### src/core/safety_consts.svh
// Offsets, field positions, reset values and timing counts of the safety interlock
`ifndef SAFETY_CONSTS_SVH
`define SAFETY_CONSTS_SVH

`define CLK_HZ          50000000
`define LATCH_PERIOD_MS 133
`define WD_HOST_MS      600
`define WD_LCLK_MS      300
`define WD_HOST_CYC     (`WD_HOST_MS * (`CLK_HZ / 1000))
`define WD_LCLK_CYC     (`WD_LCLK_MS * (`CLK_HZ / 1000))
`define WD_CNT_W        25

`define NUM_FAULTS      21
`define NUM_MASKABLE    10

`define OFF_CTRL        8'h00
`define OFF_FAULTS      8'h04
`define OFF_FLAGS       8'h08
`define OFF_IRQ_STAT    8'h0c
`define OFF_IRQ_MASK    8'h10

`define CTRL_FORCE      0
`define IRQ_FAULT       0
`define IRQ_WD_HOST     1
`define IRQ_WD_LCLK     2
`define IRQ_W           3

`define FLG_FINAL_OK    0
`define FLG_WD_HOST     1
`define FLG_WD_LCLK     2
`define FLG_DOME        3
`define FLG_TEL         4
`define FLG_REDUNDANT   5

`define RESP_OKAY       2'b00
`define RESP_SLVERR     2'b10

`define RST_DOME        1'b1
`define RST_TEL         1'b1
`define RST_CTL_LAMP    1'b0
`define RST_BRK_LAMP    1'b1
`define RST_REDUNDANT   1'b0

`endif

### src/core/safety_pkg.sv
// Types shared by the safety interlock
`include "safety_consts.svh"

package safety_pkg;

    typedef struct packed {
        logic                     hb_s1;
        logic                     hb_s2;
        logic                     hb_s3;
        logic                     lc_s1;
        logic                     lc_s2;
        logic                     lc_s3;
        logic [`NUM_FAULTS-1:0]   latch;
        logic                     ff_a;
        logic                     ff_b;
        logic [`WD_CNT_W-1:0]     wd_h_cnt;
        logic                     wd_h_exp;
        logic [`WD_CNT_W-1:0]     wd_l_cnt;
        logic                     wd_l_exp;
        logic                     dome;
        logic                     tel;
        logic                     ctl_lamp;
        logic                     brk_lamp;
        logic                     ren;
        logic                     force_fault;
        logic [`IRQ_W-1:0]        irq_stat;
        logic [`IRQ_W-1:0]        irq_mask;
        logic                     irq;
        logic                     bvalid;
        logic [1:0]               bresp;
        logic                     rvalid;
        logic [1:0]               rresp;
        logic [31:0]              rdata;
    } state_t;

    typedef enum logic [2:0] {
        REG_CTRL     = 3'b000,
        REG_FAULTS   = 3'b001,
        REG_FLAGS    = 3'b010,
        REG_IRQ_STAT = 3'b011,
        REG_IRQ_MASK = 3'b100,
        REG_NONE     = 3'b111
    } reg_sel_t;

endpackage

### src/core/telescope_safety_interlock.sv
// Telescope safety interlock with fault filter, watchdogs and AXI4-Lite registers
//
// What this block does
// - Bypass masks only the ten travel faults.
// - Fault passes two latch-clock rising-edge flops.
// - Final fault freezes latches, forces fault outputs.
// - Faults that clear before the latches close are ignored.
// - Reset low or fault forces outputs.
// - Fault state: relays and brake lamp one, control lamp and redundant enable zero.
// - Dome relay low when either dome control.
// - Brake output high when switch or release low.
// - Brake lamp follows amplifier/brake output high.
// - Redundant enable from reset, brake, watchdogs.
// - Two watchdogs, on heartbeat and latch clock, each gate the redundant enable.
// - Redundant enable active high, opposite polarity.
// - Heartbeat falling edges restart 600 ms watchdog.
// - Latches transparent high, hold at falling edge.
// - Nine comparator trips are latched faults.
// - Dome relay output low on, high off.
// - Each latched fault shown on status output.
//
// Decided for this implementation: the AXI4-Lite register port and the placing of the registers.

`include "safety_consts.svh"

module telescope_safety_interlock #(
    parameter int unsigned AW          = 8,
    parameter int unsigned WD_HOST_CYC = `WD_HOST_CYC,
    parameter int unsigned WD_LCLK_CYC = `WD_LCLK_CYC
) (
    input  wire logic                   aclk,
    input  wire logic                   aresetn,
    input  wire logic [AW-1:0]          s_axi_awaddr,
    input  wire logic [2:0]             s_axi_awprot,
    input  wire logic                   s_axi_awvalid,
    output logic                        s_axi_awready,
    input  wire logic [31:0]            s_axi_wdata,
    input  wire logic [3:0]             s_axi_wstrb,
    input  wire logic                   s_axi_wvalid,
    output logic                        s_axi_wready,
    output logic [1:0]                  s_axi_bresp,
    output logic                        s_axi_bvalid,
    input  wire logic                   s_axi_bready,
    input  wire logic [AW-1:0]          s_axi_araddr,
    input  wire logic [2:0]             s_axi_arprot,
    input  wire logic                   s_axi_arvalid,
    output logic                        s_axi_arready,
    output logic [31:0]                 s_axi_rdata,
    output logic [1:0]                  s_axi_rresp,
    output logic                        s_axi_rvalid,
    input  wire logic                   s_axi_rready,
    input  wire logic                   latch_clk,
    input  wire logic                   heartbeat,
    input  wire logic                   reset_in_n,
    input  wire logic                   limit_bypass,
    input  wire logic [7:0]             travel_stop,
    input  wire logic                   horizon_stop,
    input  wire logic                   spare_fault,
    input  wire logic [1:0]             overspeed_trip,
    input  wire logic [3:0]             tel_overcurrent_trip,
    input  wire logic [2:0]             dome_overcurrent_trip,
    input  wire logic                   emergency_stop,
    input  wire logic                   paddle_stop,
    input  wire logic                   dome_sw_control,
    input  wire logic                   dome_paddle_control,
    input  wire logic                   panel_tel_switch,
    input  wire logic                   brake_release,
    output logic [`NUM_FAULTS-1:0]      fault_latched,
    output logic                        dome_enable_n,
    output logic                        tel_enable_n,
    output logic                        panel_control_lamp,
    output logic                        panel_brake_lamp,
    output logic                        tel_enable_redundant,
    output logic                        irq
);
    import safety_pkg::*;

    localparam logic [`WD_CNT_W-1:0] WD_H_LIM = `WD_CNT_W'(WD_HOST_CYC);
    localparam logic [`WD_CNT_W-1:0] WD_L_LIM = `WD_CNT_W'(WD_LCLK_CYC);

    state_t s_r;
    state_t s_nxt;

    logic                    wr_go;
    logic                    rd_go;
    logic [`NUM_FAULTS-1:0]  raw_fault;
    logic [`NUM_FAULTS-1:0]  masked_fault;
    logic                    lc_rise;
    logic                    lc_edge;
    logic                    hb_fall;
    logic                    fault_state;
    logic [`IRQ_W-1:0]       irq_event;
    logic [`IRQ_W-1:0]       irq_clear;
    reg_sel_t                wsel;
    reg_sel_t                rsel;
    logic [`WD_CNT_W:0]      wd_h_step;
    logic [`WD_CNT_W:0]      wd_l_step;

    // Register index from a byte address; upper bits must be zero
    function automatic reg_sel_t decode(input logic [AW-1:0] addr);
        reg_sel_t sel;
        sel = REG_NONE;
        case (addr)
            AW'(`OFF_CTRL):     sel = REG_CTRL;
            AW'(`OFF_FAULTS):   sel = REG_FAULTS;
            AW'(`OFF_FLAGS):    sel = REG_FLAGS;
            AW'(`OFF_IRQ_STAT): sel = REG_IRQ_STAT;
            AW'(`OFF_IRQ_MASK): sel = REG_IRQ_MASK;
            default:            sel = REG_NONE;
        endcase
        return sel;
    endfunction

    // One watchdog tick: {expired, count}; a restart always wins
    function automatic logic [`WD_CNT_W:0] wd_step(
        input logic [`WD_CNT_W-1:0] cnt,
        input logic                 restart,
        input logic [`WD_CNT_W-1:0] lim
    );
        logic [`WD_CNT_W:0] res;
        res = '0;
        if (restart) begin
            res = '0;
        end else if (cnt >= lim) begin
            res = {1'b1, cnt};
        end else begin
            res = {1'b0, cnt + `WD_CNT_W'(1)};
        end
        return res;
    endfunction

    // Slave takes address and data together; one response outstanding at a time
    assign s_axi_awready = aresetn & s_axi_awvalid & s_axi_wvalid & ~s_r.bvalid;
    assign s_axi_wready  = s_axi_awready;
    assign s_axi_arready = aresetn & ~s_r.rvalid;
    assign wr_go         = s_axi_awready;
    assign rd_go         = s_axi_arready & s_axi_arvalid;
    assign wsel          = decode(s_axi_awaddr);
    assign rsel          = decode(s_axi_araddr);

    // Fault vector: maskable travel faults sit in the low bits
    assign raw_fault = {paddle_stop, emergency_stop,
                        dome_overcurrent_trip, tel_overcurrent_trip, overspeed_trip,
                        spare_fault, horizon_stop, travel_stop};
    assign masked_fault = {raw_fault[`NUM_FAULTS-1:`NUM_MASKABLE],
                           raw_fault[`NUM_MASKABLE-1:0] & {`NUM_MASKABLE{~limit_bypass}}};

    // Edge detectors look only at the second and third sync stages
    assign lc_rise = s_r.lc_s2 & ~s_r.lc_s3;
    assign lc_edge = s_r.lc_s2 ^ s_r.lc_s3;
    assign hb_fall = ~s_r.hb_s2 & s_r.hb_s3;

    assign wd_h_step = wd_step(s_r.wd_h_cnt, hb_fall, WD_H_LIM);
    assign wd_l_step = wd_step(s_r.wd_l_cnt, lc_edge, WD_L_LIM);

    // Final stage is active high: ff_b high means the board is in fault
    assign fault_state = ~reset_in_n | s_r.ff_b;

    always_comb begin
        s_nxt = s_r;
        irq_clear = '0;

        s_nxt.hb_s1 = heartbeat;
        s_nxt.hb_s2 = s_r.hb_s1;
        s_nxt.hb_s3 = s_r.hb_s2;
        s_nxt.lc_s1 = latch_clk;
        s_nxt.lc_s2 = s_r.lc_s1;
        s_nxt.lc_s3 = s_r.lc_s2;

        // Latches follow inputs while the latch clock is high and freeze once
        // the final fault is up, so the cause stays visible until reset
        if (!reset_in_n) begin
            s_nxt.latch = '0;
        end else if (!s_r.ff_b && s_r.lc_s2) begin
            s_nxt.latch = masked_fault;
        end

        // Two rising-edge stages; a fault held when the latches close passes at the second rise
        if (!reset_in_n) begin
            s_nxt.ff_a = 1'b0;
            s_nxt.ff_b = 1'b0;
        end else if (lc_rise) begin
            s_nxt.ff_a = (|s_r.latch) | s_r.force_fault;
            s_nxt.ff_b = s_r.ff_a | s_r.ff_b;
        end

        {s_nxt.wd_h_exp, s_nxt.wd_h_cnt} = wd_h_step;
        {s_nxt.wd_l_exp, s_nxt.wd_l_cnt} = wd_l_step;

        // Outputs; fault state wins over every control input
        if (fault_state) begin
            s_nxt.dome     = 1'b1;
            s_nxt.tel      = 1'b1;
            s_nxt.ctl_lamp = 1'b0;
        end else begin
            s_nxt.dome     = ~(dome_sw_control | dome_paddle_control);
            s_nxt.tel      = ~(panel_tel_switch & brake_release);
            s_nxt.ctl_lamp = panel_tel_switch & brake_release;
        end
        s_nxt.brk_lamp = s_nxt.tel;
        // Opposite polarity to tel: a stuck line cannot enable both paths
        s_nxt.ren = reset_in_n & ~s_nxt.tel & ~(s_r.wd_h_exp | s_r.wd_l_exp);

        // Register writes
        if (wr_go) begin
            s_nxt.bvalid = 1'b1;
            s_nxt.bresp  = (wsel == REG_NONE) ? `RESP_SLVERR : `RESP_OKAY;
            if (s_axi_wstrb[0]) begin
                case (wsel)
                    REG_CTRL:     s_nxt.force_fault = s_axi_wdata[`CTRL_FORCE];
                    REG_IRQ_STAT: irq_clear = s_axi_wdata[`IRQ_W-1:0];
                    REG_IRQ_MASK: s_nxt.irq_mask = s_axi_wdata[`IRQ_W-1:0];
                    default:      s_nxt.force_fault = s_r.force_fault;
                endcase
            end
        end else if (s_r.bvalid && s_axi_bready) begin
            s_nxt.bvalid = 1'b0;
        end

        // Register reads
        if (rd_go) begin
            s_nxt.rvalid = 1'b1;
            s_nxt.rresp  = `RESP_OKAY;
            s_nxt.rdata  = '0;
            case (rsel)
                REG_CTRL:     s_nxt.rdata[`CTRL_FORCE] = s_r.force_fault;
                REG_FAULTS:   s_nxt.rdata[`NUM_FAULTS-1:0] = s_r.latch;
                REG_FLAGS: begin
                    s_nxt.rdata[`FLG_FINAL_OK]  = ~s_r.ff_b;
                    s_nxt.rdata[`FLG_WD_HOST]   = s_r.wd_h_exp;
                    s_nxt.rdata[`FLG_WD_LCLK]   = s_r.wd_l_exp;
                    s_nxt.rdata[`FLG_DOME]      = s_r.dome;
                    s_nxt.rdata[`FLG_TEL]       = s_r.tel;
                    s_nxt.rdata[`FLG_REDUNDANT] = s_r.ren;
                end
                REG_IRQ_STAT: s_nxt.rdata[`IRQ_W-1:0] = s_r.irq_stat;
                REG_IRQ_MASK: s_nxt.rdata[`IRQ_W-1:0] = s_r.irq_mask;
                default:      s_nxt.rresp = `RESP_SLVERR;
            endcase
        end else if (s_r.rvalid && s_axi_rready) begin
            s_nxt.rvalid = 1'b0;
        end

        // Sticky events; a new event beats a clear in the same cycle
        irq_event = '0;
        irq_event[`IRQ_FAULT]   = s_nxt.ff_b & ~s_r.ff_b;
        irq_event[`IRQ_WD_HOST] = s_nxt.wd_h_exp & ~s_r.wd_h_exp;
        irq_event[`IRQ_WD_LCLK] = s_nxt.wd_l_exp & ~s_r.wd_l_exp;
        s_nxt.irq_stat = (s_r.irq_stat & ~irq_clear) | irq_event;
        s_nxt.irq      = |(s_nxt.irq_stat & s_nxt.irq_mask);
    end

    always_ff @(posedge aclk) begin
        if (!aresetn) begin
            s_r          <= '0;
            s_r.dome     <= `RST_DOME;
            s_r.tel      <= `RST_TEL;
            s_r.ctl_lamp <= `RST_CTL_LAMP;
            s_r.brk_lamp <= `RST_BRK_LAMP;
            s_r.ren      <= `RST_REDUNDANT;
        end else begin
            s_r <= s_nxt;
        end
    end

    assign fault_latched        = s_r.latch;
    assign dome_enable_n        = s_r.dome;
    assign tel_enable_n         = s_r.tel;
    assign panel_control_lamp   = s_r.ctl_lamp;
    assign panel_brake_lamp     = s_r.brk_lamp;
    assign tel_enable_redundant = s_r.ren;
    assign irq                  = s_r.irq;
    assign s_axi_bvalid         = s_r.bvalid;
    assign s_axi_bresp          = s_r.bresp;
    assign s_axi_rvalid         = s_r.rvalid;
    assign s_axi_rresp          = s_r.rresp;
    assign s_axi_rdata          = s_r.rdata;

endmodule

### config.mk
export PLATFORM = sky130hd
export DESIGN_NAME = telescope_safety_interlock
export DESIGN_NICKNAME = d
export VERILOG_FILES = /design/src/core/safety_pkg.sv /design/src/core/telescope_safety_interlock.sv
export VERILOG_INCLUDE_DIRS = /design/src /design/src/core
export SDC_FILE = /design/constraint.sdc
export NUM_CORES = 1
export LEC_CHECK = 0
export BUFFER_PORTS_ARGS = -buffer_cell sky130_fd_sc_hd__buf_2
export CAP_MARGIN = 0
export CORE_MARGIN = 5
export CORE_UTILIZATION = 54
export CTS_BUF_LIST = sky130_fd_sc_hd__clkbuf_8
export DETAILED_ROUTE_END_ITERATION = 7
export GPL_TIMING_DRIVEN = 0
export PLACE_DENSITY = 0.82
export SLEW_MARGIN = 30
export SYNTH_ARGS = -nofsm -noshare
export SYNTH_HDL_FRONTEND = slang
export SYNTH_SLANG_ARGS = --single-unit
### constraint.sdc
create_clock -name aclk -period 2.65 [get_ports aclk]
set_input_delay 0.795 -clock aclk [delete_from_list [all_inputs] [get_ports aclk]]
set_output_delay 0.795 -clock aclk [all_outputs]
set_load 0.05 [all_outputs]
==> out/metrics.csv <==
metric,value,unit
status,finished clean,
drt drc,0,
Worst Setup Start Kind,input pin,
worst hold path depth,1,
Post-DP Area,6390,um^2
CTS Buf Count,17,
Final Critical Period,2.54,ns
R2R Path Start,s_r[61],
Power Dens Cells,546,nW/um^2
Synth Register Bits,118,
distinct cell type count after synthesis,69,
Post-Route Utilization,66.4,%
Mapped Cells,649,
Worst VDD drop,345,uV
Final Hold Vio Count,0,
post-synthesis cell area,5630,um^2
Final Power,3.71,mW
Max-Cap Viols,0,
Placer Congestion,0.890,
Synth Flop Type,dfxtp_1,
layout cell share with drive strength beyond 1,27.6,%
# setup viols final,0,
clock slew at reported path FFs,0.07,ns
share of flip-flops with an asynchronous set or reset,0,%
R2R Setup Slk,0.21,ns
"Req. time, crit path",1.86,ns
fmax,0.393,GHz
Ys Warns,0,
Hold/Removal Path Class,flip-flop to flip-flop,
Multi-input gate area,2700,um^2
number of global-route vias before repair,4914,
DRT Pass-1 Iters,5,
most common cell in the synthesized netlist,dfxtp_1,
dpl ws,-0.262,ns
Routed WL,14.5,mm
crit path max fanout,11,
Sink Count,118,
Worst Hold End,s_nxt[129],
crit path DAT,1.75,ns
WL/cell,15.5,um
top-area cell type share of the netlist area,41.9,%
final instance area,6800,um^2
die height,112,um
Vias per Instance,5.57,
CTS tree,yes,
clk_skew,0.0110,ns
Layout area overhead,20.7,%
core box area,10200,um^2
Final Hold Slack,0.436,ns
Die Wd,112,um
Setup crit end kind,output pin,
cell accounting for the most synthesized area,dfxtp_1,
largest net degree at the start of global routing,17,
leakage,2.98,nW
H-tree levels,4,
dominant cells by area after synthesis,"dfxtp_1 (42%), buf_4 (7.9%), nand2_1 (4.9%)",
Slew @ Worst Pin,0.856,ns
Cells after DPL,905,
DR vias,5227,
IO Pins,162,
hold path start,s_nxt[130],
DRT iter0 DRCs,426,
synth cell count leaders,"dfxtp_1 (118), nand2_1 (74), buf_4 (59), nor2_1 (54), a21oi_1 (40)",
GRT Util Overall,22.5,%
reg2reg end,s_r[71],
clk_lat worst skew,0.44,ns
DPL Wire Length,10.7,mm
"Seq/Total Area, Yosys",41.9,%
kind of critical path,input pin to output pin,
Layout fillers,869,
initial antenna violation count,1,
Overflow after GRT,0,
first-pass GRT wire length,23.3,mm
DIE AREA,12600,um^2
Reg area,2360,um^2
initial core utilization,55.1,%
critical path launch point,aresetn,
Final nets,888,
number of synthesized flops with an enable pin,0,
setup TNS,0,ns
Slew HR,42.4,%
Final Cycle Share,95.9,%
Final Worst Setup Slack,0.108,ns
root buffer cell,clkbuf_8,
Final Slew Violations,0,
Final Instance Count excl. Fillers,938,
post-route ant nets,0,
Hold Buf Count CTS,0,
RSZ-0062 raised after global routing,false,
buffers added on ports,108,
FP Rows,37,
syn avg cell area,8.68,um^2
Max Root-Sink Buffers,2,
worst r2r path cells,7,
==> per-layer routing <==
layer | GRT usage [%] | up-vias | part of all wire, %
met2 | 38.4 | 211 | 48
met1 | 27.3 | 2460 | 42
met3 | 6.52 | 23 | 8.2
met4 | 6.97 | 2 | 1.3
met5 | 0 | - | 0.048
li1 | - | 2531 | -
==> critical path, cell delays in order <==
cell and delay [ns]:
clkbuf_4 0.21, nand4b_1 0.22, inv_1 0.16, buf_4 0.12
buf_2 0.24
==> flip-flops by register name, summed over array words and instances, names as in the netlist <==
register              flops
s_axi_rvalid              1
s_axi_rresp               1
panel_control_lamp        1
s_nxt                     4
s_axi_rdata              21
s_axi_bresp               1
s_axi_bvalid              1
s_r                      63
tel_enable_redundant      1
panel_brake_lamp          1
dome_enable_n             1
fault_latched            21
irq                       1
==> cell families (layout without fill, tap and decap cells) <==
kind of cell	Yosys count	in the layout	share of synthesized area, %
simple gates	265	265	25.0
compound gates	125	125	15.5
flops	118	118	41.9
buf+inv	104	244	11.3
xor+xnor	17	17	2.64
mux	14	14	2.51
fa+ha+maj	5	5	1.11
other cells	1	14	0.0666
==> how the worst max path moves through the flow <==
stage,slack (ns),endpoint,cells past startpoint
detailed placement,-0.26,irq,6
global route,0.04,s_axi_wready,5
finish,0.11,s_axi_wready,5
CTS,0.02,s_axi_wready,5
floorplan,0.12,s_axi_arready,4
global placement,-0.26,s_axi_rdata[20],8
==> cell usage in the layout, fill, tap and decap left out, drive strengths merged, types with 3 or more instances in the layout <==
cell	synthesis	layout
mux2i	13	13
or3	4	4
clkbuf	24	42
and2	10	10
nor2	54	54
and3	7	7
clkinv	0	6
nor4b	5	5
nor3b	3	3
nand4b	3	3
or4	13	13
xnor2	16	16
a41o	9	9
nand4	13	13
nand2b	9	9
o31ai	5	5
nand3	16	16
dfxtp	118	118
nor2b	7	7
ha	5	5
o21ai	15	15
a31oi	11	11
and4	6	6
a21oi	40	40
nand3b	10	10
inv	16	18
conb	1	13
buf	63	173
a22o	21	21
nand2	74	74
nor3	7	7
nor4	19	19
==> where the power goes <==
group | internal (mW) | switching (mW)
clock | 0.861 | 0.705
sequential | 1.80 | 0.0229
combinational | 0.111 | 0.217
==> repair_timing <==
action	in CTS	in global routing
setup endpoints to repair	1	3
pin swaps	0	1
resized for setup	0	1
buffers inserted	0	3
==> layout make-up <==
type                    instances  share of cell area (%)
repair buffers                111                    8.32
plain buffers                  86                    8.34
inverters                      16                   0.883
well taps                     136                    2.50
multi-input cells             439                    39.7
clock buffers                  19                    3.85
flip-flops and latches        118                    34.8
diodes                          1                  0.0368
clock inverters                12                    1.66
Note: power is estimated with default switching activity, not from simulation.
